[src/hdl/cskr_pkg.sv]
// constants of the cpu-side search key register group.
// assumes a 32-bit ahb-lite slave window with one halfword per word.
package cskr_pkg;

   // -------------------------------------------------------------------
   // register indices; byte address is four times the index
   // -------------------------------------------------------------------
   localparam logic [7:0] IDX_KEY_LO       = 8'h80;
   localparam logic [7:0] IDX_KEY_HI       = 8'h81;
   localparam logic [7:0] IDX_MASK_LO      = 8'h82;
   localparam logic [7:0] IDX_MASK_HI      = 8'h83;
   localparam logic [7:0] IDX_CTRL         = 8'h84;
   localparam logic [7:0] IDX_KEY_TWO_LO   = 8'h86;
   localparam logic [7:0] IDX_KEY_TWO_HI   = 8'h87;
   localparam logic [7:0] IDX_MASK_TWO_LO  = 8'h88;
   localparam logic [7:0] IDX_MASK_TWO_HI  = 8'h89;
   localparam logic [7:0] IDX_CTRL_TWO     = 8'h8a;
   localparam logic [7:0] IDX_CMD_STATUS   = 8'h8c;

   // -------------------------------------------------------------------
   // widths, field positions and reset values
   // -------------------------------------------------------------------
   localparam int         HALF_W           = 16;
   localparam int         CTRL_W           = 5;
   localparam int         SEG_W            = 3;
   localparam int         SEG_LSB          = 0;
   localparam int         HEAD_BIT         = 3;
   localparam int         USAGE_BIT        = 4;
   localparam logic [15:0] HALF_RESET      = 16'h0000;
   localparam logic [4:0]  CTRL_RESET      = 5'h00;
   localparam logic [31:0] WORD_ZERO       = 32'h0000_0000;

   // -------------------------------------------------------------------
   // ahb-lite codes
   // -------------------------------------------------------------------
   localparam logic        HRESP_OKAY      = 1'b0;
   localparam int          HTRANS_VALID_BIT = 1;

   // -------------------------------------------------------------------
   // command kinds, one-hot, as shown on op_kind and in the status word
   // -------------------------------------------------------------------
   localparam logic [7:0] KIND_LOOKUP_ONE    = 8'h01;
   localparam logic [7:0] KIND_LOOKUP_TWO    = 8'h02;
   localparam logic [7:0] KIND_ALL_ONE       = 8'h04;
   localparam logic [7:0] KIND_TOP_HIT_ONE   = 8'h08;
   localparam logic [7:0] KIND_TOP_EMPTY_ONE = 8'h10;
   localparam logic [7:0] KIND_ALL_TWO       = 8'h20;
   localparam logic [7:0] KIND_TOP_HIT_TWO   = 8'h40;
   localparam logic [7:0] KIND_TOP_EMPTY_TWO = 8'h80;
   localparam logic [7:0] KIND_NONE          = 8'h00;

   // -------------------------------------------------------------------
   // bus state
   // -------------------------------------------------------------------
   typedef enum logic [2:0] {
      ST_IDLE = 3'b001,
      ST_WR   = 3'b010,
      ST_RD   = 3'b100
   } cskr_state_t;

endpackage

[src/hdl/cskr_key_set.sv]
// one family of search parameters: key, ignore mask and segment control.
// assumes write strobes come from the bus slave, one halfword at a time.
`timescale 1ns/1ps
module cskr_key_set
   import cskr_pkg::*;
#(
   parameter int HW = HALF_W
) (
   input  wire logic              hclk,
   input  wire logic              hresetn,
   input  wire logic [1:0]        key_we,
   input  wire logic [1:0]        mask_we,
   input  wire logic              ctrl_we,
   input  wire logic [HW-1:0]     wdata,
   output logic      [2*HW-1:0]   key,
   output logic      [2*HW-1:0]   mask,
   output logic      [CTRL_W-1:0] ctrl
);

   // -------------------------------------------------------------------
   // halfword storage
   // -------------------------------------------------------------------
   // each half has its own strobe so the other half never moves
   genvar h;
   generate
      for (h = 0; h < 2; h++) begin : g_half
         always_ff @(posedge hclk or negedge hresetn) begin
            if (!hresetn) begin
               key[h*HW +: HW]  <= HALF_RESET[HW-1:0];
               mask[h*HW +: HW] <= HALF_RESET[HW-1:0];
            end else begin
               if (key_we[h]) begin
                  key[h*HW +: HW] <= wdata;
               end
               if (mask_we[h]) begin
                  mask[h*HW +: HW] <= wdata;
               end
            end
         end
      end
   endgenerate

   // -------------------------------------------------------------------
   // segment control
   // -------------------------------------------------------------------
   always_ff @(posedge hclk or negedge hresetn) begin
      if (!hresetn) begin
         ctrl <= CTRL_RESET;
      end else if (ctrl_we) begin
         ctrl <= wdata[CTRL_W-1:0];
      end
   end

endmodule

[src/hdl/cskr_top.sv]
// cpu-side search key register group with an ahb-lite register port.
// assumes a single ahb-lite master, word transfers only, and a search
// engine that takes one command pulse at a time from op_* outputs.
//
// Functional notes
// - key and mask words are kept as two halves, each at own address
// - first mask bit 1 drops that key bit from compare, 0 keeps it
// - first-family stamp commands take their masked bits from mask one
// - control bit 4 set means usage bits get set during the search
// - control bit 3: 0 chains with previous result, 1 starts fresh
// - control bits 2..0 give the segment the search compares against
// - second lookup command uses key two as its 32-bit key
// - second-family stamps write key two; all-two selects no segment, top-hit/top-empty into the selected one
// - mask two has mask one layout, used by family two commands
// - family-two top-hit/top-empty stamps take segment from control two
// - first lookup uses key one; family-one stamps write key one
//
// Chosen here: the AHB-Lite register port.
`timescale 1ns/1ps
module cskr_top
   import cskr_pkg::*;
#(
   parameter int ADDR_W = 12
) (
   input  wire logic              hclk,
   input  wire logic              hresetn,
   input  wire logic              hsel,
   input  wire logic [ADDR_W-1:0] haddr,
   input  wire logic [1:0]        htrans,
   input  wire logic              hwrite,
   input  wire logic [2:0]        hsize,
   input  wire logic [31:0]       hwdata,
   input  wire logic              hready,
   output logic                   hreadyout,
   output logic                   hresp,
   output logic      [31:0]       hrdata,
   input  wire logic              lookup_cmd_one,
   input  wire logic              lookup_cmd_two,
   input  wire logic              write_key_all_cmd,
   input  wire logic              write_key_top_hit_cmd,
   input  wire logic              write_key_top_empty_cmd,
   input  wire logic              write_key_all_cmd_two,
   input  wire logic              write_key_top_hit_cmd_two,
   input  wire logic              write_key_top_empty_cmd_two,
   output logic                   op_valid,
   output logic      [7:0]        op_kind,
   output logic      [31:0]       op_key,
   output logic      [31:0]       op_ignore,
   output logic      [SEG_W-1:0]  op_segment,
   output logic                   op_seg_used,
   output logic                   op_usage_set,
   output logic                   op_head
);

   // -------------------------------------------------------------------
   // declarations
   // -------------------------------------------------------------------
   cskr_state_t             state;
   logic [7:0]              idx_q;
   logic                    addr_ok_q;
   logic                    take;
   logic                    addr_ok;
   logic [1:0]              key_we_one;
   logic [1:0]              mask_we_one;
   logic                    ctrl_we_one;
   logic [1:0]              key_we_two;
   logic [1:0]              mask_we_two;
   logic                    ctrl_we_two;
   logic [31:0]             key_one;
   logic [31:0]             mask_one;
   logic [CTRL_W-1:0]       ctrl_one;
   logic [31:0]             key_two;
   logic [31:0]             mask_two;
   logic [CTRL_W-1:0]       ctrl_two;
   logic [7:0]              last_kind;
   logic [7:0]              next_kind;
   logic [31:0]             next_rdata;
   logic                    wr_active;

   // -------------------------------------------------------------------
   // address phase
   // -------------------------------------------------------------------
   // only whole words at aligned addresses map; hsize is not checked
   // since the master issues word transfers only
   assign take = hsel && htrans[HTRANS_VALID_BIT] && hready;
   assign addr_ok = (haddr[1:0] == 2'b00) &&
                    (haddr[ADDR_W-1:10] == '0);

   always_ff @(posedge hclk or negedge hresetn) begin
      if (!hresetn) begin
         idx_q     <= 8'h00;
         addr_ok_q <= 1'b0;
      end else if (take) begin
         idx_q     <= haddr[9:2];
         addr_ok_q <= addr_ok;
      end
   end

   // -------------------------------------------------------------------
   // bus state machine
   // -------------------------------------------------------------------
   // reads take one wait state so hrdata can come from a flop
   always_ff @(posedge hclk or negedge hresetn) begin
      if (!hresetn) begin
         state <= ST_IDLE;
      end else begin
         case (state)
            ST_IDLE, ST_WR: begin
               if (take && hwrite) begin
                  state <= ST_WR;
               end else if (take) begin
                  state <= ST_RD;
               end else begin
                  state <= ST_IDLE;
               end
            end
            ST_RD: begin
               state <= ST_IDLE;
            end
            default: begin
               state <= ST_IDLE;
            end
         endcase
      end
   end

   always_ff @(posedge hclk or negedge hresetn) begin
      if (!hresetn) begin
         hreadyout <= 1'b1;
      end else begin
         hreadyout <= !(take && !hwrite);
      end
   end

   always_ff @(posedge hclk or negedge hresetn) begin
      if (!hresetn) begin
         hresp <= HRESP_OKAY;
      end else begin
         hresp <= HRESP_OKAY;
      end
   end

   // -------------------------------------------------------------------
   // write decode
   // -------------------------------------------------------------------
   // unmapped writes fall through every compare and are dropped
   assign wr_active = (state == ST_WR) && addr_ok_q;

   always_comb begin
      key_we_one  = 2'b00;
      mask_we_one = 2'b00;
      ctrl_we_one = 1'b0;
      key_we_two  = 2'b00;
      mask_we_two = 2'b00;
      ctrl_we_two = 1'b0;
      if (wr_active) begin
         case (idx_q)
            IDX_KEY_LO:      key_we_one[0]  = 1'b1;
            IDX_KEY_HI:      key_we_one[1]  = 1'b1;
            IDX_MASK_LO:     mask_we_one[0] = 1'b1;
            IDX_MASK_HI:     mask_we_one[1] = 1'b1;
            IDX_CTRL:        ctrl_we_one    = 1'b1;
            IDX_KEY_TWO_LO:  key_we_two[0]  = 1'b1;
            IDX_KEY_TWO_HI:  key_we_two[1]  = 1'b1;
            IDX_MASK_TWO_LO: mask_we_two[0] = 1'b1;
            IDX_MASK_TWO_HI: mask_we_two[1] = 1'b1;
            IDX_CTRL_TWO:    ctrl_we_two    = 1'b1;
            default: begin
               ctrl_we_one = 1'b0;
            end
         endcase
      end
   end

   // -------------------------------------------------------------------
   // the two parameter sets
   // -------------------------------------------------------------------
   cskr_key_set #(
      .HW      (HALF_W)
   ) u_set_one (
      .hclk    (hclk),
      .hresetn (hresetn),
      .key_we  (key_we_one),
      .mask_we (mask_we_one),
      .ctrl_we (ctrl_we_one),
      .wdata   (hwdata[HALF_W-1:0]),
      .key     (key_one),
      .mask    (mask_one),
      .ctrl    (ctrl_one)
   );

   // same layout as set one
   cskr_key_set #(
      .HW      (HALF_W)
   ) u_set_two (
      .hclk    (hclk),
      .hresetn (hresetn),
      .key_we  (key_we_two),
      .mask_we (mask_we_two),
      .ctrl_we (ctrl_we_two),
      .wdata   (hwdata[HALF_W-1:0]),
      .key     (key_two),
      .mask    (mask_two),
      .ctrl    (ctrl_two)
   );

   // -------------------------------------------------------------------
   // read path
   // -------------------------------------------------------------------
   // halves sit in the low 16 bits; unmapped reads return zero
   always_comb begin
      next_rdata = WORD_ZERO;
      if (addr_ok_q) begin
         case (idx_q)
            IDX_KEY_LO:      next_rdata[15:0] = key_one[15:0];
            IDX_KEY_HI:      next_rdata[15:0] = key_one[31:16];
            IDX_MASK_LO:     next_rdata[15:0] = mask_one[15:0];
            IDX_MASK_HI:     next_rdata[15:0] = mask_one[31:16];
            IDX_CTRL:        next_rdata[CTRL_W-1:0] = ctrl_one;
            IDX_KEY_TWO_LO:  next_rdata[15:0] = key_two[15:0];
            IDX_KEY_TWO_HI:  next_rdata[15:0] = key_two[31:16];
            IDX_MASK_TWO_LO: next_rdata[15:0] = mask_two[15:0];
            IDX_MASK_TWO_HI: next_rdata[15:0] = mask_two[31:16];
            IDX_CTRL_TWO:    next_rdata[CTRL_W-1:0] = ctrl_two;
            IDX_CMD_STATUS:  next_rdata[7:0] = last_kind;
            default:         next_rdata = WORD_ZERO;
         endcase
      end
   end

   always_ff @(posedge hclk or negedge hresetn) begin
      if (!hresetn) begin
         hrdata <= WORD_ZERO;
      end else if (state == ST_RD) begin
         hrdata <= next_rdata;
      end
   end

   // -------------------------------------------------------------------
   // command selection
   // -------------------------------------------------------------------
   // one command per cycle; if several pulse together the lowest kind
   // bit wins and the others are lost, the engine issues them singly
   always_comb begin
      if (lookup_cmd_one) begin
         next_kind = KIND_LOOKUP_ONE;
      end else if (lookup_cmd_two) begin
         next_kind = KIND_LOOKUP_TWO;
      end else if (write_key_all_cmd) begin
         next_kind = KIND_ALL_ONE;
      end else if (write_key_top_hit_cmd) begin
         next_kind = KIND_TOP_HIT_ONE;
      end else if (write_key_top_empty_cmd) begin
         next_kind = KIND_TOP_EMPTY_ONE;
      end else if (write_key_all_cmd_two) begin
         next_kind = KIND_ALL_TWO;
      end else if (write_key_top_hit_cmd_two) begin
         next_kind = KIND_TOP_HIT_TWO;
      end else if (write_key_top_empty_cmd_two) begin
         next_kind = KIND_TOP_EMPTY_TWO;
      end else begin
         next_kind = KIND_NONE;
      end
   end

   always_ff @(posedge hclk or negedge hresetn) begin
      if (!hresetn) begin
         op_valid <= 1'b0;
         op_kind  <= KIND_NONE;
      end else begin
         op_valid <= (next_kind != KIND_NONE);
         op_kind  <= next_kind;
      end
   end

   // kept so software can see which command was last served
   always_ff @(posedge hclk or negedge hresetn) begin
      if (!hresetn) begin
         last_kind <= KIND_NONE;
      end else if (next_kind != KIND_NONE) begin
         last_kind <= next_kind;
      end
   end

   // -------------------------------------------------------------------
   // key and ignore mask for the engine
   // -------------------------------------------------------------------
   // op_ignore bit 1 removes the key bit from compare
   always_ff @(posedge hclk or negedge hresetn) begin
      if (!hresetn) begin
         op_key    <= WORD_ZERO;
         op_ignore <= WORD_ZERO;
      end else begin
         case (next_kind)
            KIND_LOOKUP_ONE: begin
               op_key    <= key_one;
               op_ignore <= mask_one;
            end
            KIND_ALL_ONE, KIND_TOP_HIT_ONE, KIND_TOP_EMPTY_ONE: begin
               op_key    <= key_one;
               op_ignore <= mask_one;
            end
            KIND_LOOKUP_TWO: begin
               op_key    <= key_two;
               op_ignore <= mask_two;
            end
            KIND_ALL_TWO, KIND_TOP_HIT_TWO, KIND_TOP_EMPTY_TWO: begin
               op_key    <= key_two;
               op_ignore <= mask_two;
            end
            default: begin
               op_key    <= op_key;
               op_ignore <= op_ignore;
            end
         endcase
      end
   end

   // -------------------------------------------------------------------
   // segment and search flags
   // -------------------------------------------------------------------
   // the segment field is trusted as written; out of range values are
   // passed on unchanged
   always_ff @(posedge hclk or negedge hresetn) begin
      if (!hresetn) begin
         op_segment   <= '0;
         op_seg_used  <= 1'b0;
         op_usage_set <= 1'b0;
         op_head      <= 1'b0;
      end else begin
         case (next_kind)
            KIND_LOOKUP_ONE: begin
               op_segment   <= ctrl_one[SEG_LSB +: SEG_W];
               op_seg_used  <= 1'b1;
               op_usage_set <= ctrl_one[USAGE_BIT];
               op_head      <= ctrl_one[HEAD_BIT];
            end
            KIND_LOOKUP_TWO: begin
               op_segment   <= ctrl_two[SEG_LSB +: SEG_W];
               op_seg_used  <= 1'b1;
               op_usage_set <= ctrl_two[USAGE_BIT];
               op_head      <= ctrl_two[HEAD_BIT];
            end
            KIND_TOP_HIT_TWO, KIND_TOP_EMPTY_TWO: begin
               op_segment   <= ctrl_two[SEG_LSB +: SEG_W];
               op_seg_used  <= 1'b1;
               op_usage_set <= 1'b0;
               op_head      <= 1'b0;
            end
            KIND_ALL_ONE, KIND_TOP_HIT_ONE, KIND_TOP_EMPTY_ONE,
            KIND_ALL_TWO: begin
               op_segment   <= '0;
               op_seg_used  <= 1'b0;
               op_usage_set <= 1'b0;
               op_head      <= 1'b0;
            end
            default: begin
               op_segment   <= op_segment;
               op_seg_used  <= op_seg_used;
               op_usage_set <= op_usage_set;
               op_head      <= op_head;
            end
         endcase
      end
   end

endmodule

[config.mk]
export PLATFORM = sky130hd
export DESIGN_NAME = cskr_top
export DESIGN_NICKNAME = d
export VERILOG_FILES = /design/src/hdl/cskr_pkg.sv /design/src/hdl/cskr_key_set.sv /design/src/hdl/cskr_top.sv
export SDC_FILE = /design/constraint.sdc
export NUM_CORES = 1
export LEC_CHECK = 0
export BUFFER_PORTS_ARGS = -buffer_cell sky130_fd_sc_hd__clkbuf_2
export CAP_MARGIN = 20
export CORE_MARGIN = 5
export CORE_UTILIZATION = 30
export DETAILED_ROUTE_END_ITERATION = 12
export PLACE_DENSITY = 0.56
export REMOVE_ABC_BUFFERS = 1
export SETUP_SLACK_MARGIN = 0.1
export SKIP_CTS_REPAIR_TIMING = 1
export SLEW_MARGIN = 20
export SYNTH_ARGS = -nofsm -noshare
export SYNTH_HDL_FRONTEND = slang
export SYNTH_SLANG_ARGS = --single-unit
[constraint.sdc]
create_clock -name hclk -period 5.14 [get_ports hclk]
set_input_delay 1.028 -clock hclk [delete_from_list [all_inputs] [get_ports hclk]]
set_output_delay 1.028 -clock hclk [all_outputs]
set_load 0.03 [all_outputs]
==> impl_metrics.toml, run 1 <==
[layout]
antenna_cells = 0
area_growth_syn_to_layout_pct = 18.5
multi_input_area_sq_um = 4930
nFillCells = 3902
layout-drive-gt1-share_pct = 33.5
nets = 1154
fin_area_sq_um = 13800
seq_area_sq_um = 6360

[global_routing]
overflow = 0
track_usage_pct = 15.6
grt_pass1_vias = 8146
grt_max_degree = 142
grt_pass1_wl_microns = 51500
grt_antenna_before_repair = 0

[clocking]
clock_latency_ns = 0.55
cts_inserted_buffers = 29
clk_pin_slew_ns = 0.06
clkSinkCount = 254
cts_root_buf = "clkbuf_16"
h-tree-depth = 1
clockBufferDepth = 3
cts_tree = "built"

[logic_synthesis]
synth_flop_cell = "dfrtp_1"
yosysWarnings = 0
async_reset_ff_share_pct = 100
avgSynthCellArea_sq_um = 12.0
synth_cells = 972
synth_seq_cells = 254
synth_edf_count = 0
ys_seq_area_share_pct = 54.6
synth_cell_types = 63
syn-cell-area_sq_um = 11600

[run_status]
outcome = "finished, final reports clean"

[drt]
wl_per_cell_microns = 20.6
vias = 8116
finalWirelength_microns = 33600
drtIter0Drc = 525
dr.pass1.iters = 5
ant_nets = 0
route.detailed.drc = 0
vias_per_cell = 4.97

[sta]
fmax_mhz = 317
slew_headroom_pct = 33.3
period_share_pct = 61.5
fin_worst_skew_ns = 0.0126
timing.setup.tns_ns = 0
min_period_ns = 3.16
worstMarginPinSlew_ns = 1.00
hold_violations = 0
finalSetupViolCount = 0
rsz0062_at_grt = "false"
drv_slew = 0

[die]
initial_core_util_pct = 30.2
io_pins = 175
core_sq_um = 38600
die_h_microns = 207
rows = 72
die_w_microns = 207
dieArea_sq_um = 42800

[setup_path]
arrival_ns = 3.58
crit_chain = "buf_4 -> nor2b_1 -> nand2_2 -> nor2_1 -> nand2_2 -> mux2_2"
cp-end-kind = "flop"
cp_slowest_cell = "nor2_1"
cpPeakStageDelay_ns = 0.67
setup.worst_path.start_class = "flop"
critPathRequiredTime_ns = 5.57
critPathMaxFanout = 36
r2r_setup_slack_ns = 1.98
cpMostUsedCell = "nand2_2"
path_class = "reg2reg"

[power_and_ir_drop]
ir_worst_vdd_mv = 0.241
cellLeakagePower_nw = 6.24
p_per_area_nw_per_um2 = 364

[worst_hold_path]
hold_class = "reg2reg"

[place]
io_buffers = 137
place_congestion = 0.814
hpwlAfterDp_microns = 22300
post_dp_cell_area_sq_um = 12800

[job]
drv_cap = 0
[synthesized netlist by cell type, types with 9 or more instances]
| master | count | area, sq um |
|---|---|---|
| mux2_2 | 154 | 1730 |
| a21o_1 | 9 | 67.6 |
| o21ai_0 | 87 | 435 |
| buf_1 | 13 | 48.8 |
| nor3_1 | 10 | 50.1 |
| nand2_1 | 99 | 372 |
| nand2b_1 | 10 | 62.6 |
| buf_2 | 21 | 105 |
| nor2_1 | 17 | 63.8 |
| nor2b_1 | 10 | 62.6 |
| buf_4 | 18 | 135 |
| a22oi_1 | 17 | 128 |
| mux2i_1 | 88 | 881 |
| clkbuf_1 | 26 | 97.6 |
| nand3_1 | 19 | 95.1 |
| dfrtp_1 | 252 | 6310 |
[per-stage QoR]
stage | std cells | hold slack, ns | power (mW) | setup WS, ns | util (%)
after CTS | 1633 | 0.484 | 5.08 | 2.03 | 35.8
final | 1633 | 0.476 | 5.02 | 1.98 | 35.8
after floorplan | 908 | 0.442 | 2.67 | -1.76 | -
after global placement | 1579 | 0.462 | 2.95 | 2.09 | 33.2
after global routing | 1633 | 0.503 | 5.23 | 1.84 | 35.8
after detailed placement | 1579 | 0.471 | 2.96 | 2.06 | 33.2
[logic make-up (layout without fill, tap and decap cells)]
group                  Yosys count  after routing  share of synthesized area, %
buffers and inverters           88            215                          3.77
other                            1             17                        0.0322
flip-flops                     254            254                          54.6
AND/OR/NAND/NOR                215            215                          9.59
multiplexers                   243            243                          22.7
AO/OA/AOI/OAI                  170            170                          9.22
XOR/XNOR                         1              1                        0.0753
[placed cells by master (no fill, tap or decap), types with 14 or more instances in the layout]
master,Yosys,final
conb_1,1,17
clkbuf_2,0,136
dfrtp_1,252,252
nand2_1,99,99
nand3_1,19,19
o21ai_0,87,87
mux2i_1,88,88
mux2_2,154,154
clkbuf_16,0,29
a22oi_1,17,17
buf_4,18,14
nor2_1,17,17
[power by group]
part | internal (mW) | switching (mW)
clock | 1.27 | 0.827
combinational | 0.246 | 0.481
sequential | 2.11 | 0.0857
[area by class of cell]
class	count	area share, %
flip-flops and latches	254	46.1
multi-input cells	646	35.7
clock buffers	45	6.35
repair buffers	153	6.10
well taps	518	4.70
clock inverters	9	0.762
inverters	8	0.218
[layer usage]
metal | part of all wire, % | GRT usage, % | up-vias
met4 | 2.0 | 3.26 | 0
met3 | 7.0 | 3.89 | 50
met2 | 45 | 23.8 | 228
met1 | 46 | 22.5 | 4100
met5 | 0 | 0 | -
li1 | - | - | 3738
[worst max-delay path, delay by kind of cell (launching register included)]
kind | cells | cell delay [ns]
flops | 1 | 0.34
simple gates | 4 | 1.84
mux | 1 | 0.43
buf+inv | 1 | 0.40
[flip-flops by register name (all words and copies together), names as in the netlist, 3 cells and up]
name / flops
u_set_two.mask: 32
hrdata: 16
u_set_one.key: 32
u_set_one.mask: 32
op_key: 32
u_set_two.key: 32
op_kind: 8
idx_q: 8
op_segment: 3
state: 3
op_ignore: 32
u_set_two.ctrl: 5
u_set_one.ctrl: 5
last_kind: 8
[path summary, 6_finish.rpt]
kind,startpoint,end,cells after the start
max reg2reg,idx_q[2]$_DFFE_PN0P_,u_set_two.key[10]$_DFFE_PN0P_,6
max,idx_q[2]$_DFFE_PN0P_,u_set_two.key[10]$_DFFE_PN0P_,6
min,op_ignore[24]$_DFFE_PN0P_,op_ignore[24]$_DFFE_PN0P_,2
min reg2reg,op_ignore[24]$_DFFE_PN0P_,op_ignore[24]$_DFFE_PN0P_,2
min in group asynchronous,hresetn,op_key[29]$_DFFE_PN0P_,1
max in group asynchronous,hresetn,u_set_two.ctrl[1]$_DFFE_PN0P_,2
No activity file was read; power rests on OpenSTA's default activity.
==> run 2, diff against run 1 <==
==> constraint.sdc (replaced) <==
create_clock -name hclk -period 3.3 [get_ports hclk]
set_input_delay 0.66 -clock hclk [delete_from_list [all_inputs] [get_ports hclk]]
set_output_delay 0.66 -clock hclk [all_outputs]
set_load 0.03 [all_outputs]
==> run 2 against run 1 <==
  * Critical path depth did not move
  * Register-to-register slack got worse by 1.1 ns
  * Utilization rose by 0.27 points
  * Clock skew rose by 0.0024 ns
  * Flip-flop and latch count did not move
  * Hold slack got worse by 0.41 ns
  * Largest cell class unchanged
==> impl_metrics.toml, run 2 (same netlist as run 1, synthesis figures left out) <==
[layout]
nFillCells = 3925
area_growth_syn_to_layout_pct = 19.4
final_common_cell = "dfrtp_1"
nets = 1169
layout-drive-gt1-share_pct = 34.4
fin_area_sq_um = 13900
final_cell_mix = "dfrtp_1 (252), mux2_2 (154), clkbuf_2 (136), nand2_1 (99), mux2i_1 (88)"
seq_area_sq_um = 6360
multi_input_area_sq_um = 4920
antenna_cells = 0
final_core_utilization_pct = 36.0

[power_and_ir_drop]
p_per_area_nw_per_um2 = 554
power.clock.fraction_pct = 40.7
p_switching_mw = 2.14
cellLeakagePower_nw = 6.29
ir_worst_vdd_mv = 0.451
pwr-share-comb_pct = 14.8
p_int_mw = 5.56
swShare_pct = 27.8
seq_power_share_pct = 44.5

[die]
initial_core_util_pct = 30.2
rows = 72
io_pins = 175
core_sq_um = 38600
die_w_microns = 207
dieArea_sq_um = 42800
die_h_microns = 207

[setup_path]
r2r_setup_slack_ns = 0.89
path_class = "reg2reg"
critPathMaxFanout = 22
cp_slowest_cell = "dfrtp_1"
cp-end-kind = "flop"
critPathRequiredTime_ns = 3.74
setup.worst_path.start_class = "flop"
arrival_ns = 2.86
crit_chain = "nor4b_4 -> buf_4 -> nand2_1 -> nor2_1 -> a221oi_1 -> o21ai_0"
cpPeakStageDelay_ns = 0.42

[sta]
rsz0062_at_grt = "false"
slew_headroom_pct = 52.4
drv_slew = 0
min_period_ns = 2.41
timing.hold.ws_ns = 0.0622
worstMarginPinSlew_ns = 0.714
finalSetupViolCount = 0
period_share_pct = 73.1
fmax_mhz = 414
hold_violations = 0
fin_worst_skew_ns = 0.0150

[place]
hpwlAfterDp_microns = 22700
place_congestion = 0.826
post_dp_cell_area_sq_um = 13000
io_buffers = 137

[drt]
vias = 8052
dr.pass1.iters = 5
wl_per_cell_microns = 20.2
vias_per_cell = 4.89
finalWirelength_microns = 33200
drtIter0Drc = 530
ant_nets = 0
route.detailed.drc = 0

[clocking]
cts_root_buf = "clkbuf_16"
cts_tree = "built"
clk_pin_slew_ns = 0.06
cts_inserted_buffers = 28
clock_latency_ns = 0.54
clkSinkCount = 254
h-tree-depth = 1
clockBufferDepth = 3

[global_routing]
grt_max_degree = 142
grt_pass1_wl_microns = 51000
grt_pass1_vias = 8032
grt_antenna_before_repair = 1
track_usage_pct = 15.5
overflow = 0

[worst_hold_path]
hold_class = "in2async"

[job]
drv_cap = 0

[run_status]
outcome = "finished, final reports clean"
[run 2: changes by cell type in the layout (fill, tap and decap cells not counted), sizes merged]
cell | previous run | this run
clkinvlp | 1 | 2
buf | 17 | 33
bufinv | 2 | 1
clkbuf | 181 | 179
inv | 9 | 8
[run 2: final timing paths]
check	startpoint	end	cells past startpoint
max	idx_q[5]$_DFFE_PN0P_	hrdata[8]$_DFFE_PN0N_	6
min	hresetn	op_ignore[8]$_DFFE_PN0P_	1
max reg2reg	idx_q[5]$_DFFE_PN0P_	hrdata[8]$_DFFE_PN0N_	6
min reg2reg	op_key[13]$_DFFE_PN0P_	op_key[13]$_DFFE_PN0P_	2
max in group asynchronous	hresetn	u_set_one.key[21]$_DFFE_PN0P_	2
min in group hclk	hwrite	state[2]$_DFF_PN0_	2
[run 2: power by group through the flow]
stage | Sequential [mW] | Clock [mW] | Combinational (mW)
global route | 3.45 | 3.36 | 1.24
floorplan | 3.65 | 0 | 0.506
global placement | 3.48 | 0 | 1.15
detailed placement | 3.48 | 0 | 1.15
CTS | 3.43 | 3.23 | 1.16
finish | 3.43 | 3.14 | 1.14
[run 2: worst max-delay path: cells and delay by family (launching register included)]
kind,cells,cell delay (ns)
buffers and inverters,1,0.37
AOI/OAI and AO/OA,2,0.36
DFF,1,0.42
and+or+nand+nor,3,1.15
[run 2: metrics by stage]
step	power, mW	TNS (ns)	setup WS, ns	std cells
3_3_place_gp	4.62	0	0.684	1595
2_1_floorplan	4.16	-229.34	-3.23	908
5_1_grt	8.05	0	0.798	1646
3_5_place_dp	4.64	0	0.612	1595
4_1_cts	7.81	0	0.924	1646
6_report	7.70	0	0.887	1646
[run 2: final cells by class]
type | instances | area share (%)
flip-flops and latches | 254 | 45.8
multi-input cells | 646 | 35.4
repair buffers | 169 | 7.19
clock buffers | 43 | 6.18
well taps | 518 | 4.67
clock inverters | 8 | 0.549
inverters | 8 | 0.216
[run 2: layer usage]
layer / track usage (%) / up-vias / routed length (microns)
met2: 23.7 / 228 / 15000
li1: - / 3760 / -
met3: 3.28 / 42 / 2140
met1: 22.8 / 4020 / 15400
met5: 0 / - / 13
met4: 3.23 / 2 / 656
